### src/prfc_defines.svh
// timing and field constants for the phy reset and framing control block
`ifndef PRFC_DEFINES_SVH
`define PRFC_DEFINES_SVH
`define PRFC_CLK_NS        100
`define PRFC_CLK_PERIOD_NS 10
`define PRFC_HW_MIN_LOW    5
`define PRFC_EXIT_STEPS_REF 16
`define PRFC_RELEASE_NS    640
`define PRFC_RELEASE_CYC   ((`PRFC_RELEASE_NS) / (`PRFC_CLK_PERIOD_NS))
`define PRFC_POR_US        20
`define PRFC_POR_CYC       (((`PRFC_POR_US) * 1000) / (`PRFC_CLK_PERIOD_NS))
`define PRFC_CLKUP_MS      53
`define PRFC_CLKUP_CYC     (((`PRFC_CLKUP_MS) * 1000000) / (`PRFC_CLK_PERIOD_NS))
`define PRFC_SW_RST_CYC    2
`define PRFC_ADDR_W        5
`define PRFC_CNT_W         23
`define PRFC_NIB_PRE       4'h5
`define PRFC_NIB_SFD       4'hD
`define PRFC_SSD_J         4'h1
`define PRFC_SSD_K         4'h2
`define PRFC_ESD_T         4'h3
`define PRFC_ESD_R         4'h4
`define PRFC_IDLE          4'hF
`define PRFC_IDL_10        4'hE
`define PRFC_NLP           4'hC
`endif

### src/prfc_pkg.sv
// types shared by the phy reset and framing control block
package prfc_pkg;
  // reset sequencer states, gray along the usual path except the power-on to exit step
  typedef enum logic [2:0] {
    ST_POR     = 3'b000,
    ST_HOLD    = 3'b001,
    ST_EXIT    = 3'b011,
    ST_CLKWAIT = 3'b010,
    ST_RUN     = 3'b110,
    ST_SWRST   = 3'b111
  } prfc_state_t;
  // line-side symbol with its valid flag
  typedef struct packed {
    logic       vld;
    logic [3:0] sym;
  } prfc_sym_t;
  // mac-side nibble with its valid flag
  typedef struct packed {
    logic       vld;
    logic [3:0] nib;
  } prfc_nib_t;
endpackage : prfc_pkg

### src/prfc_top.sv
// reset sequencer and stream delimiter framing for a 10/100 phy
// Overview of operation
// - reset isolates mac, tristates line; hardware reset also powers down
// - exit steps in order, then release mac
// - mac pins released within 640 ns
// - first five exit steps within sixteen clocks
// - reset completes when tx/rx clocks run
// - power-on reset lasts about 20 us
// - external reset ignored during power-on reset
// - bit 0.15 write gives two-cycle reset
// - software reset skips power-down
// - reset completion clears bit 0.15
// - software reset keeps captured address
// - hardware/power-on never set bit 0.15
// - reset input low, bit 0.15 high
// - 100M tx: ssd replaces first preamble octet, esd appended
// - 100M rx: ssd to preamble, stop at esd
// - 100M idle sends unscrambled all-ones idle, judges link
// - 10M tx: no ssd, idle delimiter appended
// - 10M rx: present preamble after lock
// - 10M idle sends/detects link pulses
`include "prfc_defines.svh"
module prfc_top #(
  parameter int unsigned PorCycles   = `PRFC_POR_CYC,
  parameter int unsigned ClkUpCycles = `PRFC_CLKUP_CYC
) (
  input  wire logic                       mclk,
  input  wire logic                       rst_b,
  input  wire logic                       ext_rst_low_in,
  input  wire logic                       swRstWr,
  input  wire logic [`PRFC_ADDR_W-1:0]    addrStrap,
  input  wire logic                       speed100,
  input  wire logic                       macTxEn,
  input  wire logic [3:0]                 macTxD,
  input  wire prfc_pkg::prfc_sym_t        lineRx,
  input  wire logic                       rxLock10,
  input  wire logic                       rxIdleSeen,
  output logic                            macRxDv,
  output logic [3:0]                      macRxD,
  output logic                            macClkOn,
  output logic                            macIsolate,
  output logic                            lineTxOe,
  output prfc_pkg::prfc_sym_t             lineTx,
  output logic                            powerDown,
  output logic                            swRstBit,
  output logic [`PRFC_ADDR_W-1:0]         phyAddr,
  output logic                            mgmtReady,
  output logic                            linkUp,
  output logic                            latchClr
);
  localparam logic [`PRFC_CNT_W-1:0] PorCnt   = `PRFC_CNT_W'(PorCycles);
  localparam logic [`PRFC_CNT_W-1:0] ClkCnt   = `PRFC_CNT_W'(ClkUpCycles);
  localparam logic [`PRFC_CNT_W-1:0] HwMin    = `PRFC_CNT_W'(`PRFC_HW_MIN_LOW);
  localparam logic [`PRFC_CNT_W-1:0] ExitCnt  = `PRFC_CNT_W'(`PRFC_EXIT_STEPS_REF - 1);
  localparam logic [`PRFC_CNT_W-1:0] SwCnt    = `PRFC_CNT_W'(`PRFC_SW_RST_CYC - 1);
  localparam logic [`PRFC_CNT_W-1:0] CntOne   = `PRFC_CNT_W'(1);

  // three-stage synchroniser on the reset pin
  logic [2:0] extSync_r;               // stage 0 read only by stage 1
  logic       extLow;                  // agreed low level
  always_ff @(posedge mclk or negedge rst_b) begin
    if (!rst_b) begin
      extSync_r <= 3'h7;
    end else begin
      extSync_r <= {extSync_r[1:0], ext_rst_low_in};
    end
  end
  assign extLow = ~extSync_r[1] & ~extSync_r[2];

  // sequencer state
  prfc_pkg::prfc_state_t         st_r, st_nxt;
  logic [`PRFC_CNT_W-1:0]        cnt_r, cnt_nxt;      // phase counter
  logic [`PRFC_CNT_W-1:0]        low_r, low_nxt;      // pin low duration
  logic                          swKind_r, swKind_nxt; // reset came from software

  // next state of the sequencer
  always_comb begin
    st_nxt     = st_r;
    cnt_nxt    = cnt_r + CntOne;
    low_nxt    = extLow ? ((low_r == HwMin) ? low_r : low_r + CntOne) : '0;
    swKind_nxt = swKind_r;
    unique case (st_r)
      prfc_pkg::ST_POR: begin
        low_nxt = '0;
        if (cnt_r >= PorCnt - CntOne) begin
          st_nxt     = prfc_pkg::ST_EXIT;
          cnt_nxt    = '0;
          swKind_nxt = 1'b0;
        end
      end
      prfc_pkg::ST_HOLD: begin
        // wait for the pin to rise again
        if (!extLow) begin
          st_nxt     = prfc_pkg::ST_EXIT;
          cnt_nxt    = '0;
          swKind_nxt = 1'b0;
        end
      end
      prfc_pkg::ST_SWRST: begin
        if (cnt_r >= SwCnt) begin
          st_nxt  = prfc_pkg::ST_EXIT;
          cnt_nxt = '0;
        end
      end
      prfc_pkg::ST_EXIT: begin
        if (cnt_r >= ExitCnt) begin
          st_nxt  = prfc_pkg::ST_CLKWAIT;
          cnt_nxt = '0;
        end
      end
      prfc_pkg::ST_CLKWAIT: begin
        // software reset does not restart the plls for the full wait
        if (swKind_r || cnt_r >= ClkCnt) begin
          st_nxt  = prfc_pkg::ST_RUN;
          cnt_nxt = '0;
        end
      end
      prfc_pkg::ST_RUN: begin
        cnt_nxt = '0;
        if (swRstWr) begin
          st_nxt     = prfc_pkg::ST_SWRST;
          swKind_nxt = 1'b1;
        end
      end
      default: begin
        st_nxt = prfc_pkg::ST_POR;
      end
    endcase
    // a held-low pin outranks everything but power-on
    if (st_r != prfc_pkg::ST_POR && low_nxt == HwMin) begin
      st_nxt  = prfc_pkg::ST_HOLD;
      cnt_nxt = '0;
    end
  end

  // register the sequencer
  always_ff @(posedge mclk or negedge rst_b) begin
    if (!rst_b) begin
      st_r     <= prfc_pkg::ST_POR;
      cnt_r    <= '0;
      low_r    <= '0;
      swKind_r <= 1'b0;
    end else begin
      st_r     <= st_nxt;
      cnt_r    <= cnt_nxt;
      low_r    <= low_nxt;
      swKind_r <= swKind_nxt;
    end
  end

  // status group: derived from the next state so outputs come from flops
  logic                    inRst, inHwRst, macRel;
  logic                    pd_nxt, iso_nxt, oe_nxt, clkOn_nxt, rdy_nxt, swb_nxt, clr_nxt;
  logic [`PRFC_ADDR_W-1:0] addr_nxt;
  always_comb begin
    inHwRst   = (st_nxt == prfc_pkg::ST_POR) || (st_nxt == prfc_pkg::ST_HOLD);
    inRst     = inHwRst || (st_nxt == prfc_pkg::ST_SWRST);
    macRel    = (st_nxt == prfc_pkg::ST_CLKWAIT) || (st_nxt == prfc_pkg::ST_RUN);
    pd_nxt    = inHwRst;
    iso_nxt   = !macRel;
    oe_nxt    = !inRst && !(st_nxt == prfc_pkg::ST_EXIT && cnt_nxt < ExitCnt - CntOne);
    clkOn_nxt = (st_nxt == prfc_pkg::ST_RUN);
    rdy_nxt   = macRel;
    clr_nxt   = inRst;
    // set only by the software write, cleared at completion
    swb_nxt   = (st_nxt == prfc_pkg::ST_SWRST) ||
                (st_nxt == prfc_pkg::ST_EXIT && swKind_nxt) ||
                (st_nxt == prfc_pkg::ST_CLKWAIT && swKind_nxt);
    addr_nxt  = phyAddr;
    // capture address first in exit, never after a software reset
    if (st_r != prfc_pkg::ST_EXIT && st_nxt == prfc_pkg::ST_EXIT && !swKind_nxt) begin
      addr_nxt = addrStrap;
    end
  end

  always_ff @(posedge mclk or negedge rst_b) begin
    if (!rst_b) begin
      powerDown  <= 1'b1;
      macIsolate <= 1'b1;
      lineTxOe   <= 1'b0;
      macClkOn   <= 1'b0;
      mgmtReady  <= 1'b0;
      swRstBit   <= 1'b0;
      latchClr   <= 1'b1;
      phyAddr    <= '0;
    end else begin
      powerDown  <= pd_nxt;
      macIsolate <= iso_nxt;
      lineTxOe   <= oe_nxt;
      macClkOn   <= clkOn_nxt;
      mgmtReady  <= rdy_nxt;
      swRstBit   <= swb_nxt;
      latchClr   <= clr_nxt;
      phyAddr    <= addr_nxt;
    end
  end

  // transmit framing: at 100M ssd on first octet, esd after last nibble
  logic       txEnD_r, txEnD_nxt;      // last cycle's enable
  logic       txSecond_r, txSecond_nxt; // second nibble of ssd/esd due
  prfc_pkg::prfc_sym_t tx_nxt;
  always_comb begin
    txEnD_nxt    = macTxEn && !macIsolate;
    txSecond_nxt = 1'b0;
    tx_nxt.vld   = 1'b1;
    tx_nxt.sym   = speed100 ? `PRFC_IDLE : `PRFC_NLP;
    if (macIsolate) begin
      tx_nxt.vld = 1'b0;
      tx_nxt.sym = 4'h0;
    end else if (txEnD_nxt && !txEnD_r) begin
      tx_nxt.sym   = speed100 ? `PRFC_SSD_J : macTxD;
      txSecond_nxt = speed100;
    end else if (txSecond_r && txEnD_nxt) begin
      tx_nxt.sym   = `PRFC_SSD_K;
    end else if (txEnD_nxt) begin
      tx_nxt.sym   = macTxD;
    end else if (txEnD_r) begin
      tx_nxt.sym   = speed100 ? `PRFC_ESD_T : `PRFC_IDL_10;
      txSecond_nxt = speed100;
    end else if (txSecond_r) begin
      tx_nxt.sym   = `PRFC_ESD_R;
    end
  end

  // receive framing: ssd back to preamble, stop at esd, 10M waits lock
  logic                 rxAct_r, rxAct_nxt;
  prfc_pkg::prfc_nib_t  rx_nxt;
  logic                 link_nxt;
  always_comb begin
    rxAct_nxt  = rxAct_r;
    rx_nxt.vld = 1'b0;
    rx_nxt.nib = 4'h0;
    link_nxt   = rxIdleSeen;
    // gate on the next isolate so data never outlives release
    if (iso_nxt) begin
      rxAct_nxt = 1'b0;
      link_nxt  = 1'b0;
    end else if (!lineRx.vld) begin
      rxAct_nxt = 1'b0;
    end else if (speed100) begin
      if (lineRx.sym == `PRFC_SSD_J || lineRx.sym == `PRFC_SSD_K) begin
        rxAct_nxt  = 1'b1;
        rx_nxt.vld = 1'b1;
        rx_nxt.nib = `PRFC_NIB_PRE;
      end else if (lineRx.sym == `PRFC_ESD_T || lineRx.sym == `PRFC_ESD_R) begin
        rxAct_nxt  = 1'b0;
      end else if (rxAct_r) begin
        rx_nxt.vld = 1'b1;
        rx_nxt.nib = lineRx.sym;
      end
    end else begin
      rxAct_nxt  = rxLock10;
      rx_nxt.vld = rxLock10;
      rx_nxt.nib = rxLock10 ? lineRx.sym : 4'h0;
    end
  end

  always_ff @(posedge mclk or negedge rst_b) begin
    if (!rst_b) begin
      txEnD_r    <= 1'b0;
      txSecond_r <= 1'b0;
      lineTx     <= '0;
      rxAct_r    <= 1'b0;
      macRxDv    <= 1'b0;
      macRxD     <= 4'h0;
      linkUp     <= 1'b0;
    end else begin
      txEnD_r    <= txEnD_nxt;
      txSecond_r <= txSecond_nxt;
      lineTx     <= tx_nxt;
      rxAct_r    <= rxAct_nxt;
      macRxDv    <= rx_nxt.vld;
      macRxD     <= rx_nxt.nib;
      linkUp     <= link_nxt;
    end
  end
endmodule : prfc_top

### config.mk
export PLATFORM = sky130hd
export DESIGN_NAME = prfc_top
export DESIGN_NICKNAME = d
export VERILOG_FILES = /design/src/prfc_pkg.sv /design/src/prfc_top.sv
export VERILOG_INCLUDE_DIRS = /design/src
export SDC_FILE = /design/constraint.sdc
export NUM_CORES = 1
export LEC_CHECK = 0
export ABC_AREA = 1
export BUFFER_PORTS_ARGS = -buffer_cell sky130_fd_sc_hd__buf_2
export CAP_MARGIN = 20
export CORE_MARGIN = 3
export CORE_UTILIZATION = 31
export DETAILED_ROUTE_END_ITERATION = 6
export PLACE_DENSITY = 0.46
export REMOVE_ABC_BUFFERS = 1
export SLEW_MARGIN = 15
export SYNTH_ARGS = -nofsm -noshare
export SYNTH_HDL_FRONTEND = slang
export SYNTH_SLANG_ARGS = --single-unit
### constraint.sdc
create_clock -name mclk -period 2.6 [get_ports mclk]
set_input_delay 0.13 -clock mclk [delete_from_list [all_inputs] [get_ports mclk]]
set_output_delay 0.13 -clock mclk [all_outputs]
set_load 0.01 [all_outputs]
# Yosys cells after proc, flatten, opt, wreduce, memory -nomap -nowiden

Index checks and enable logic that the tools add are counted.

Bitwise operators: 3
Order comparisons: 5
Add/sub/neg operators: 2
Equality and inequality tests: 18
Multiplexer cells: 50
Reductions and logical operators: 27

Operator list:

| operator                                                             | count |
|---|---|
| 2-to-1 mux 23 bit                                                    | 9 |
| case mux 23 bit (6 select lines)                                     | 1 |
| adder 23 x 1 -> 23 bit (second input constant)                       | 2 |
| equality test 23 x 3 -> 1 bit (second input constant)                | 2 |
| 2-to-1 mux 4 bit                                                     | 9 |
| 2-to-1 mux 5 bit                                                     | 6 |
| greater-or-equal comparator 23 x 1 -> 1 bit (second input constant)  | 1 |
| greater-or-equal comparator 23 x 11 -> 1 bit (second input constant) | 1 |
| greater-or-equal comparator 23 bit (second input constant)           | 1 |
| greater-or-equal comparator 23 x 4 -> 1 bit (second input constant)  | 1 |
| less-than comparator 23 x 4 -> 1 bit (second input constant)         | 1 |
| 2-to-1 mux 3 bit                                                     | 7 |
| case mux 3 bit (6 select lines)                                      | 1 |
| 2-to-1 mux 1 bit                                                     | 15 |
| equality test 3 x 2 -> 1 bit (second input constant)                 | 4 |
| equality test 3 bit (second input constant)                          | 4 |
| logical AND 1 bit                                                    | 10 |
| equality test 4 x 2 -> 1 bit (second input constant)                 | 2 |
| logical OR 1 bit                                                     | 8 |
| equality test 3 x 1 -> 1 bit (second input constant)                 | 2 |
| zero test 1 bit                                                      | 6 |
| zero test 3 bit                                                      | 2 |
| inequality test 5 x 3 -> 1 bit (second input constant)               | 1 |
| equality test 4 x 1 -> 1 bit (second input constant)                 | 1 |
| 7 further kinds                                                      | 8 |

Logic and storage cells: 126
Output and inout port bits: 23
Register bits: 79
Input port bits: 22

# Depth between registers and ports, before layout

Gate-level depths: netlist of the first run.

Depth in word-level cells: 12
Gate-level depth with buffers: 18
Gate-level depth less buffers: 18

# Worst setup path after synthesis of the first run

No wires, ideal clock.

Path type: reg-to-reg
Start: register low_r[0]
End: register cnt_r[19]
Arrival: 1,972 ps
Setup slack: 508 ps
Data required time: 2,480 ps
Stages on the path, launching flop included: 16
Buffers on the path: 1
Path through: dfrtp_1 > ha_1 > nand2_1 > nor2_1 > nand2_1 > inv_1 > or2_2 > nand3_1 > nand2_1 > nor2_1 > nand2_1 > nor2_4 > nand2_4 > inv_2 > buf_4 > nor2_1

Cells in the longest elaborated chain, start to end: 7
Elaborated cells on any way between the ends: 8
Those cells by class: add/sub (1); eq/ne (2); mux (4); reduce/logical (1)

Ends and longest elaborated chain:

| element                                                                 | RTL line        | source |
|---|---|---|
| from (decl)                                                             | prfc_top.sv:73  | `` logic [`PRFC_CNT_W-1:0] low_r, low_nxt; `` |
| from (signal assigned)                                                  | prfc_top.sv:146 | `low_r <= low_nxt;` |
| adder 23 x 1 -> 23 bit or equality test 23 x 3 -> 1 bit (tied branches) | prfc_top.sv:80  | `low_nxt = extLow ? ((low_r == HwMin) ? low_r : low_r + CntOne) : '0;` |
| 2-to-1 mux 23 bit * (2 in a row)                                        | prfc_top.sv:80  |  |
| 2-to-1 mux 23 bit *                                                     | prfc_top.sv:82  | `unique case (st_r)` |
| equality test 23 x 3 -> 1 bit *                                         | prfc_top.sv:130 | `if (st_r != prfc_pkg::ST_POR && low_nxt == HwMin) begin` |
| logical AND 1 bit *                                                     | prfc_top.sv:130 |  |
| 2-to-1 mux 23 bit *                                                     | prfc_top.sv:130 |  |
| via cnt_nxt[19]                                                         | prfc_top.sv:72  | `` logic [`PRFC_CNT_W-1:0] cnt_r, cnt_nxt; `` |
| to (signal assigned)                                                    | prfc_top.sv:145 | `cnt_r <= cnt_nxt;` |
| to (decl)                                                               | prfc_top.sv:72  |  |

The timed path passes the listed nets; every way through them passes the cells marked *.
A chain may end at the register's enable or synchronous reset.

# Worst setup path in the final report of the first run

Start: register low_r[1]
End: register phyAddr[4]

Cells in the longest elaborated chain, start to end: 10
Elaborated cells on any way between the ends: 11
Those cells by class: add/sub (1); eq/ne (3); mux (4); reduce/logical (3)

Ends and longest elaborated chain:

| element                                                                 | RTL line        | source |
|---|---|---|
| adder 23 x 1 -> 23 bit or equality test 23 x 3 -> 1 bit (tied branches) | prfc_top.sv:80  |  |
| 2-to-1 mux 23 bit * (2 in a row)                                        | prfc_top.sv:80  |  |
| 2-to-1 mux 23 bit *                                                     | prfc_top.sv:82  |  |
| via low_nxt[1]                                                          | prfc_top.sv:73  |  |
| equality test 23 x 3 -> 1 bit *                                         | prfc_top.sv:130 |  |
| logical AND 1 bit *                                                     | prfc_top.sv:130 |  |
| 2-to-1 mux 3 bit *                                                      | prfc_top.sv:130 |  |
| equality test 3 x 2 -> 1 bit *                                          | prfc_top.sv:171 | `if (st_r != prfc_pkg::ST_EXIT && st_nxt == prfc_pkg::ST_EXIT && !swKind_nxt) begin` |
| logical AND 1 bit * (2 in a row)                                        | prfc_top.sv:171 |  |
| to (signal assigned)                                                    | prfc_top.sv:194 | `phyAddr <= addr_nxt;` |
| to (decl)                                                               | prfc_top.sv:46  | `` output logic [`PRFC_ADDR_W-1:0] phyAddr, `` |

Marked as above.

==> impl_metrics.py, run 1 <==
metrics = {
    "timing": {
        "slew_headroom_pct": 51.2,
        "worst_slew_pin_slew_ns": 0.733,
        "slew_viol_final": 0,
        "skew_ns": 0.00995,
        "clock.fmax_mhz": 421,
        "grt_setup_unrepaired": "false",
        "period_share_pct": 91.3,
        "finalSetupViolations": 0,
        "setup_tns_ns": 0,
        "finalHoldViolCount": 0,
        "finalCriticalPeriod_ns": 2.37,
    },
    "cts": {
        "htree_levels": 3,
        "cts.clk_slew.worst_paths_ns": 0.07,
        "worstSkewPairLatency_ns": 0.35,
        "cts_tree": "done",
        "clock_sinks": 79,
        "clockBufferDepth": 2,
        "cts_setup_buffers": 0,
        "cts-root-buf": "clkbuf_16",
        "cts_inserted_buffers": 9,
    },
    "floorplanning": {
        "die_y_um": 137,
        "initial_utilization_pct": 31.9,
        "die-area_sq_um": 18900,
        "coreArea_sq_um": 16800,
        "io_pins": 45,
        "num_rows": 47,
        "fp.dieW_um": 137,
    },
    "global_routing": {
        "grt_max_degree": 42,
        "grt_usage_pct": 17.0,
        "met2_usage_pct": 28.5,
        "met3_usage_pct": 3.65,
        "grt_pass1_vias": 5148,
        "busiest_layer": "met2",
        "grt_remaining_overflow": 0,
        "antenna_found_initial": 0,
        "grt_pass1_wl_um": 25300,
        "met1_usage_pct": 21.8,
    },
    "synthesis": {
        "synth_cell_type_count": 46,
        "syn-cell-area_sq_um": 5350,
        "ys_ff_latch": 79,
        "yosysSeqAreaShare_pct": 37.1,
        "yosys_warnings": 0,
        "synth_cells": 776,
        "syn_area_per_cell_sq_um": 6.89,
    },
    "cells_and_area": {
        "multi_input_area_sq_um": 2860,
        "fill_cells": 1811,
        "ff_latch_area_sq_um": 1980,
        "fin_nets": 866,
        "layout-drive-gt1-share_pct": 15.6,
        "area_growth_pct": 16.9,
        "num_antenna_cells": 0,
        "instances_no_fill": 1064,
    },
    "route": {
        "wirelength_um": 15300,
        "vias": 5307,
        "ant_nets": 0,
        "drt-initial-drc-count": 363,
        "wl_per_cell_um": 14.4,
        "vias_per_cell": 4.99,
        "drcViolationCount": 0,
        "first_pass_iters": 5,
    },
    "critical_path": {
        "worstPathCellList": "inv_1 > ha_1 > inv_1 > nor2_1 > nand2_1 > nor2_1 > nand3_1 > nand2_1 > nand2_1 > nor2_1 > nor2_1 > nand3_1 > nor2_4 > nand2_4 > nand4_1 > o21bai_1 > nand2_1",
        "worstPathRequired_ns": 2.84,
        "r2r.worst_path.cells": 17,
        "critical_path_arrival_ns": 2.61,
        "critPathMaxFanout": 6,
        "cp_top_family": "simple AND/OR/NAND/NOR gates",
        "worstReg2RegStart": "low_r[1]",
        "cp-start-kind": "flip-flop",
        "crit_buf_inv": 2,
        "crit_path_start": "low_r[1]",
        "crit_cells": 17,
        "crit_path_end_kind": "flip-flop",
        "critPathKind": "flip-flop to flip-flop",
        "critPathSlowestCell": "dfrtp_1",
        "reg2reg_to": "phyAddr[4]",
        "crit_end": "phyAddr[4]",
        "rrSetupSlack_ns": 0.23,
        "cpPeakStageDelay_ns": 0.44,
    },
    "power": {
        "vdd_drop_max_v": 0.000310,
        "powerDensity_nw_per_um2": 627,
        "p_leak_nw": 3.09,
    },
    "hold_path": {
        "min_path_type": "input port to flip-flop",
    },
    "run_status": {
        "outcome": "complete, no violations",
    },
    "placement": {
        "dp.cells": 1044,
        "hpwl_um": 11600,
        "port_buffers": 44,
        "place_congestion": 0.956,
    },
    "flow_run": {
        "max-cap-violations": 0,
    },
}
[logic make-up (layout without fill, tap and decap cells)]
family | count (synthesis) | in the layout | share of synthesized area [%]
XOR/XNOR | 17 | 17 | 2.78
buffers and inverters | 126 | 194 | 9.43
AND/OR/NAND/NOR | 483 | 483 | 41.5
adder cells (fa/ha/maj) | 5 | 5 | 1.17
AO/OA/AOI/OAI | 66 | 66 | 8.03
flip-flops | 79 | 79 | 37.1
[sequential cells by signal, summed over array words and instances (netlist names)]
signal / count
cnt_r: 23
low_r: 23
lineTx: 5
phyAddr: 5
macRxD: 4
extSync_r: 3
st_r: 3
latchClr: 1
lineTxOe: 1
linkUp: 1
macClkOn: 1
macIsolate: 1
macRxDv: 1
mgmtReady: 1
powerDown: 1
rxAct_r: 1
swKind_r: 1
swRstBit: 1
txEnD_r: 1
txSecond_r: 1
[cell usage in the layout, fill, tap and decap left out, types with 16 or more instances in the layout]
master | Yosys | final
buf_2 | 2 | 43
buf_4 | 3 | 17
dfrtp_1 | 73 | 73
inv_1 | 107 | 107
nand2_1 | 158 | 158
nand3_1 | 88 | 88
nand4_1 | 23 | 23
nor2_1 | 132 | 131
nor3_1 | 35 | 35
o21ai_0 | 23 | 23
xor2_1 | 16 | 16
[worst min-delay path by stage]
stage	cells after the start	to	start
3_3_place_gp	1	cnt_r[21]	rst_b
2_1_floorplan	0	cnt_r[0]	rst_b
3_5_place_dp	1	cnt_r[15]	rst_b
5_1_grt	3	phyAddr[1]	addrStrap[1]
4_1_cts	3	phyAddr[0]	addrStrap[0]
6_report	3	phyAddr[0]	addrStrap[0]
[cells in the mapped netlist (all sizes together)]
cell | count | area (sq um)
a2111oi | 1 | 8.76
a211oi | 4 | 35.0
a21boi | 1 | 18.8
a21oi | 13 | 72.6
a22o | 1 | 8.76
a31oi | 1 | 6.26
buf | 7 | 55.1
clkbuf | 7 | 26.3
clkinv | 1 | 3.75
dfrtp | 73 | 1830
dfstp | 6 | 158
ha | 5 | 62.6
inv | 111 | 419
nand2 | 168 | 666
nand3 | 92 | 480
nand3b | 4 | 30.0
nand4 | 23 | 144
nor2 | 147 | 614
nor3 | 40 | 225
nor3b | 1 | 7.51
nor4 | 4 | 25.0
o2111ai | 2 | 17.5
o211ai | 3 | 22.5
o21a | 1 | 7.51
o21ai | 25 | 125
o21bai | 6 | 45.0
o221ai | 1 | 8.76
o22ai | 1 | 6.26
o311ai | 1 | 8.76
o31ai | 5 | 37.5
or2 | 4 | 25.0
xnor2 | 1 | 8.76
xor2 | 16 | 140
[metrics by stage]
step / util, % / total power, W / setup WS (ns) / hold slack (ns) / cell area, sq um
CTS: 37.3 / 0.00398 / 0.195 / 0.00356 / 6250
detailed placement: 35.3 / 0.00269 / 0.202 / 0.179 / 5920
global route: 37.3 / 0.00419 / 0.00243 / 0.0256 / 6250
floorplan: - / 0.00226 / 0.401 / -0.166 / 5270
global placement: 35.3 / 0.00270 / 0.250 / 0.171 / 5920
finish: 37.3 / 0.00392 / 0.225 / 0.0162 / 6250
[worst register-to-register path, delay by kind of cell (launching register included)]
family                   cells  cell delay, ns
AO/OA/AOI/OAI                1            0.20
buffers and inverters        2            0.13
flip-flops                   1            0.44
adder cells (fa/ha/maj)      1            0.16
AND/OR/NAND/NOR             13            1.35
[where the power goes]
part | total (W) | switching [W] | internal [W]
Sequential | 0.00153 | 0.000110 | 0.00142
Combinational | 0.00114 | 0.000735 | 0.000409
Clock | 0.00125 | 0.000586 | 0.000666
Total | 0.00392 | 0.00143 | 0.00249
[area by class of cell]
class	count	share of cell area [%]
multi-input cells	571	45.8
clock buffers	9	3.60
repair buffers	66	6.76
well taps	220	4.40
clock inverters	7	0.941
inverters	112	6.76
flip-flops and latches	79	31.7
[repair_timing]
item | CTS | global route
endpoints found under the hold margin | 41 | 0
setup endpoints to repair | 0 | 5
hold buffers | 4 | 0
resized for setup | 0 | 2
[layer usage]
layer  routed length [um]  vias to the layer above
met5                    0                        -
met4                  279                        0
met3                  615                       26
met2                 7490                      111
met1                 6910                     2539
li1                     -                     2631
No activity file was read; power rests on OpenSTA's default activity.
==> run 2: changes to the inputs <==
--- a/config.mk
+++ b/config.mk
@@ -9,7 +9,7 @@
 export ABC_AREA = 1
 export BUFFER_PORTS_ARGS = -buffer_cell sky130_fd_sc_hd__buf_2
 export CAP_MARGIN = 20
-export CORE_MARGIN = 3
+export CORE_MARGIN = 2
 export CORE_UTILIZATION = 31
 export DETAILED_ROUTE_END_ITERATION = 6
 export PLACE_DENSITY = 0.46
==> run 2 against run 1 <==
Against the previous run:
- clock skew down 0.0022 ns
- wire length up 0.72%
- core utilization down 0.60 points
- combinational power about the same
- die area down 2.9%
- setup slack better by 0.042 ns
- critical path depth down 8
- sequential share of layout area about the same
- clock power up 5%
- critical endpoint is now cnt_r[21]
==> impl_metrics.py, run 2 (synthesis gave the netlist of run 1 again) <==
metrics = {
    "cts": {
        "clock_sinks": 79,
        "cts_tree": "done",
        "cts.clk_slew.worst_paths_ns": 0.07,
        "cts-root-buf": "clkbuf_16",
        "cts_setup_buffers": 0,
        "htree_levels": 3,
        "clockBufferDepth": 2,
        "cts_inserted_buffers": 9,
        "worstSkewPairLatency_ns": 0.35,
    },
    "power": {
        "powerDensity_nw_per_um2": 635,
        "switching_share_pct": 35.3,
        "p_leak_nw": 3.08,
        "power.total_w": 0.00398,
        "clockPowerShare_pct": 33.0,
        "p_seq_share_pct": 38.4,
        "p_comb_share_pct": 28.6,
        "netSwitchingPower_w": 0.00141,
        "p_int_w": 0.00257,
        "vdd_drop_max_v": 0.000318,
    },
    "placement": {
        "place_congestion": 0.914,
        "place_ws_ns": 0.109,
        "hpwl_um": 11800,
        "dp.cells": 1048,
        "port_buffers": 44,
        "dpl_cell_area_sq_um": 5910,
    },
    "route": {
        "dr_wl_met3_um": 408,
        "wl_met1_um": 7090,
        "wl_met2_um": 7570,
        "wl_per_cell_um": 14.4,
        "vias": 5158,
        "drt-initial-drc-count": 286,
        "vias_per_cell": 4.83,
        "drcViolationCount": 0,
        "highest_layer": "met4",
        "first_pass_iters": 7,
        "wirelength_um": 15400,
        "ant_nets": 0,
    },
    "global_routing": {
        "grt_usage_pct": 18.0,
        "grt_max_degree": 45,
        "antenna_found_initial": 0,
        "grt_pass1_vias": 5228,
        "grt_remaining_overflow": 0,
        "grt_pass1_wl_um": 26000,
    },
    "critical_path": {
        "cp-start-kind": "flip-flop",
        "worstPathRequired_ns": 2.88,
        "critPathKind": "flip-flop to flip-flop",
        "crit_path_end_kind": "flip-flop",
        "critPathMaxFanout": 8,
        "critPathSlowestCell": "o221ai_1",
        "critical_path_arrival_ns": 2.61,
        "cpPeakStageDelay_ns": 0.62,
        "worstPathCellList": "nor2_2 > nand2_1 > nor2_2 > nand3_1 > nor2_1 > nand2_2 > o221ai_1 > nand3b_1 > nor2_1",
    },
    "timing": {
        "period_share_pct": 89.7,
        "worst_slew_pin_slew_ns": 0.736,
        "finalHoldViolCount": 0,
        "finalCriticalPeriod_ns": 2.33,
        "finalSetupViolations": 0,
        "slew_headroom_pct": 50.9,
        "layout_setup_ws_ns": 0.268,
        "clock.fmax_mhz": 429,
        "skew_ns": 0.00774,
        "whs_ns": 0.0186,
        "slew_viol_final": 0,
    },
    "floorplanning": {
        "num_rows": 48,
        "coreArea_sq_um": 17100,
        "initial_utilization_pct": 31.3,
        "die-area_sq_um": 18300,
        "io_pins": 45,
        "die_y_um": 135,
        "fp.dieW_um": 135,
    },
    "cells_and_area": {
        "area_growth_pct": 17.1,
        "layout_common_cells": "nand2_1, nor2_1, inv_1",
        "top_regs": "cnt_r (23), low_r (23)",
        "mostFrequentLayoutCell": "nand2_1",
        "layout-drive-gt1-share_pct": 16.2,
        "instances_no_fill": 1067,
        "postLayoutCellArea_sq_um": 6260,
        "num_antenna_cells": 0,
        "fin_nets": 864,
    },
    "run_status": {
        "outcome": "complete, no violations",
    },
    "hold_path": {
        "min_path_type": "input port to flip-flop",
    },
    "flow_run": {
        "max-cap-violations": 0,
    },
}
-- run 2: cell count changes in the layout (fill, tap and decap cells not counted), sizes merged --
cell	change
buf	-1
bufinv	+1
clkbuf	+1
clkinv	+1
dlygate4sd3	-1
inv	-3
-- run 2: worst paths after layout --
kind | end | slack (ns) | depth (start not counted) | startpoint
worst min-delay path | phyAddr[4] | 0.02 | 3 | addrStrap[4]
worst max-delay path | cnt_r[21] | 0.27 | 9 | cnt_r[18]
worst min register to register | extSync_r[1] | 0.36 | 0 | extSync_r[0]
worst max register to register | cnt_r[21] | 0.27 | 9 | cnt_r[18]
min in group asynchronous | low_r[2] | 0.33 | 2 | rst_b
max in group asynchronous | low_r[1] | 1.57 | 3 | rst_b
-- run 2: layout make-up --
type                       count  area (sq um)
fill                        1890         10800
multi-input combinational    571          2880
sequential                    79          1990
inverter                     112           423
timing repair buffer          64           393
tap                          225           282
clock buffer                  10           229
clock inverter                 6          68.8
-- run 2: what timing repair did --
action	CTS	global route
hold endpoints to repair	38	0
resized for setup	0	9
hold buffers	3	0
setup endpoints to repair	0	40
-- run 2: metrics by stage --
step	util [%]	setup TNS (ns)
after detailed placement	34.6	0
after floorplan	-	0
after global placement	34.6	0
final	36.7	0
after CTS	36.6	0
after global routing	36.7	-0.0121
-- run 2: power groups by stage --
stage / sequential (W) / combinational (W) / clock (W)
6_report: 0.00153 / 0.00114 / 0.00131
5_1_grt: 0.00155 / 0.00129 / 0.00140
4_1_cts: 0.00153 / 0.00114 / 0.00135
3_5_place_dp: 0.00155 / 0.00113 / 0
3_3_place_gp: 0.00155 / 0.00114 / 0
2_1_floorplan: 0.00159 / 0.000663 / 0
-- run 2: worst max-delay path, delay by kind of cell, from the launching register on --
family | cells | cell delay, ns
AO/OA/AOI/OAI | 1 | 0.62
flip-flops | 1 | 0.44
AND/OR/NAND/NOR | 8 | 1.20
-- run 2: routing by layer --
metal | vias up | track usage, %
li1 | 2633 | -
met1 | 2417 | 22.9
met2 | 88 | 30.6
met3 | 20 | 3.29
met4 | 0 | 6.71
met5 | - | 0
==> run 3: changes to the inputs <==
--- a/config.mk
+++ b/config.mk
@@ -13,7 +13,6 @@
 export CORE_UTILIZATION = 31
 export DETAILED_ROUTE_END_ITERATION = 6
 export PLACE_DENSITY = 0.46
-export REMOVE_ABC_BUFFERS = 1
 export SLEW_MARGIN = 15
 export SYNTH_ARGS = -nofsm -noshare
 export SYNTH_HDL_FRONTEND = slang
==> run 3 against run 2 <==
Against the previous run:
- design area fell by 0.18%
- via count rose by 0.83%
- global-route usage fell by 0.51 points
- sequential share of layout area barely moved
- critical path type unchanged
- largest cell class unchanged
- highest routed layer unchanged
==> impl_metrics.py, run 3 (synthesis gave the netlist of run 1 again) <==
metrics = {
    "run_status": {
        "outcome": "complete, no violations",
    },
    "floorplanning": {
        "io_pins": 45,
        "initial_utilization_pct": 31.3,
        "fp.dieW_um": 135,
        "num_rows": 48,
        "coreArea_sq_um": 17100,
        "die-area_sq_um": 18300,
        "die_y_um": 135,
    },
    "timing": {
        "whs_ns": 0.0103,
        "finalCriticalPeriod_ns": 2.36,
        "finalHoldViolCount": 0,
        "finalSetupViolations": 0,
        "clock.fmax_mhz": 424,
        "worst_slew_pin_slew_ns": 0.661,
        "period_share_pct": 90.8,
        "setup_tns_ns": 0,
        "slew_headroom_pct": 55.9,
        "grt_setup_unrepaired": "false",
        "skew_ns": 0.0160,
        "slew_viol_final": 0,
    },
    "route": {
        "wl_per_cell_um": 14.2,
        "drt-initial-drc-count": 376,
        "wl_met2_um": 6760,
        "wirelength_um": 15200,
        "ant_nets": 0,
        "dr_wl_met3_um": 734,
        "vias": 5201,
        "drcViolationCount": 0,
        "vias_per_cell": 4.88,
        "wl_met1_um": 7350,
        "first_pass_iters": 5,
        "highest_layer": "met4",
    },
    "cts": {
        "clockBufferDepth": 2,
        "cts_tree": "done",
        "worstSkewPairLatency_ns": 0.35,
        "cts_inserted_buffers": 9,
        "cts-root-buf": "clkbuf_16",
        "htree_levels": 3,
        "cts.clk_slew.worst_paths_ns": 0.08,
        "clock_sinks": 79,
        "cts_setup_buffers": 0,
    },
    "critical_path": {
        "cp-start-kind": "flip-flop",
        "critPathKind": "flip-flop to flip-flop",
        "worstPathRequired_ns": 2.88,
        "cpPeakStageDelay_ns": 0.45,
        "worstReg2RegStart": "cnt_r[0]",
        "crit_path_start": "cnt_r[0]",
        "critical_path_arrival_ns": 2.64,
        "critPathMaxFanout": 6,
        "worstPathCellList": "ha_1 > nand3_2 > inv_1 > nand2_1 > nor3_2 > nand3_1 > nor2_1 > nand2_1 > xor2_1 > inv_1 > nand3_1 > nand3_1 > o21ai_0 > nor2_1",
        "crit_top_cell": "nand3_1",
        "crit_path_end_kind": "flip-flop",
        "critPathSlowestCell": "dfrtp_1",
    },
    "global_routing": {
        "antenna_found_initial": 0,
        "grt_remaining_overflow": 0,
        "grt_usage_pct": 17.5,
        "grt_pass1_wl_um": 25500,
        "grt_max_degree": 41,
        "grt_pass1_vias": 5095,
    },
    "power": {
        "p_leak_nw": 3.08,
        "vdd_drop_max_v": 0.000342,
        "p_seq_share_pct": 38.6,
        "powerDensity_nw_per_um2": 638,
        "p_int_w": 0.00256,
        "switching_share_pct": 35.7,
        "netSwitchingPower_w": 0.00142,
        "clockPowerShare_pct": 33.7,
        "p_comb_share_pct": 27.7,
    },
    "cells_and_area": {
        "layout-drive-gt1-share_pct": 15.2,
        "num_antenna_cells": 0,
        "layout_common_cells": "nand2_1, nor2_1, inv_1",
        "fin_nets": 863,
        "area_growth_pct": 16.9,
        "top_regs": "cnt_r (23), low_r (23)",
        "fill_cells": 1917,
        "mostFrequentLayoutCell": "nand2_1",
    },
    "hold_path": {
        "min_path_type": "input port to flip-flop",
        "holdCritStartpoint": "addrStrap[0]",
    },
    "placement": {
        "port_buffers": 44,
        "place_congestion": 0.902,
        "hpwl_um": 11300,
    },
    "flow_run": {
        "max-cap-violations": 0,
    },
    "synthesis": {
        "syn_nets": 803,
    },
}
[run 3: final cells by class]
cell class / count / area [sq um] / share of cell area (%)
clock inverters: 7 / 80.1 / 1.28
multi-input cells: 571 / 2860 / 45.7
clock buffers: 9 / 225 / 3.60
well taps: 225 / 282 / 4.50
flip-flops and latches: 79 / 1980 / 31.8
repair buffers: 63 / 398 / 6.37
inverters: 112 / 423 / 6.77
[run 3: worst paths after layout]
path	slack (ns)	to	cells past startpoint
hold / removal	0.01	phyAddr[0]	3
min in group asynchronous	0.31	cnt_r[5]	2
hold reg to reg	0.36	extSync_r[1]	0
max in group asynchronous	1.60	extSync_r[2]	3
setup / recovery	0.24	cnt_r[18]	14
setup reg to reg	0.24	cnt_r[18]	14
[run 3: power by group through the flow]
stage / logic [W] / registers [W] / clock network [W]
after floorplan: 0.000671 / 0.00159 / 0
after global placement: 0.00110 / 0.00156 / 0
after detailed placement: 0.00111 / 0.00156 / 0
after CTS: 0.00111 / 0.00154 / 0.00139
after global routing: 0.00127 / 0.00156 / 0.00143
final: 0.00111 / 0.00154 / 0.00134
[run 3: timing repair]
item,4_1_cts,5_1_grt
endpoints found under the hold margin,41,0
gates resized for setup,0,0
hold buffers,3,0
[run 3: worst max-delay path: cells and delay by family, from the launching register on]
family	cells	cell delay, ns
flip-flops	1	0.45
XOR/XNOR	1	0.15
adder cells (fa/ha/maj)	1	0.24
AND/OR/NAND/NOR	9	1.11
buffers and inverters	2	0.25
AO/OA/AOI/OAI	1	0.08
[run 3: stage by stage]
step           area [sq um]  worst slack, ns  util, %  std cells  total power (W)
2_1_floorplan          5350            0.508        -        776          0.00227
3_3_place_gp           5910            0.277     34.7       1047          0.00266
3_5_place_dp           5910            0.223     34.7       1047          0.00266
4_1_cts                6250            0.233     36.6       1066          0.00404
5_1_grt                6250          0.00144     36.6       1066          0.00426
6_report               6250            0.240     36.6       1066          0.00399
[run 3: layer usage]
metal,GRT usage (%),vias up
met2,27.4,127
li1,-,2631
met3,2.92,19
met5,0,-
met1,24.4,2424
met4,6.48,0
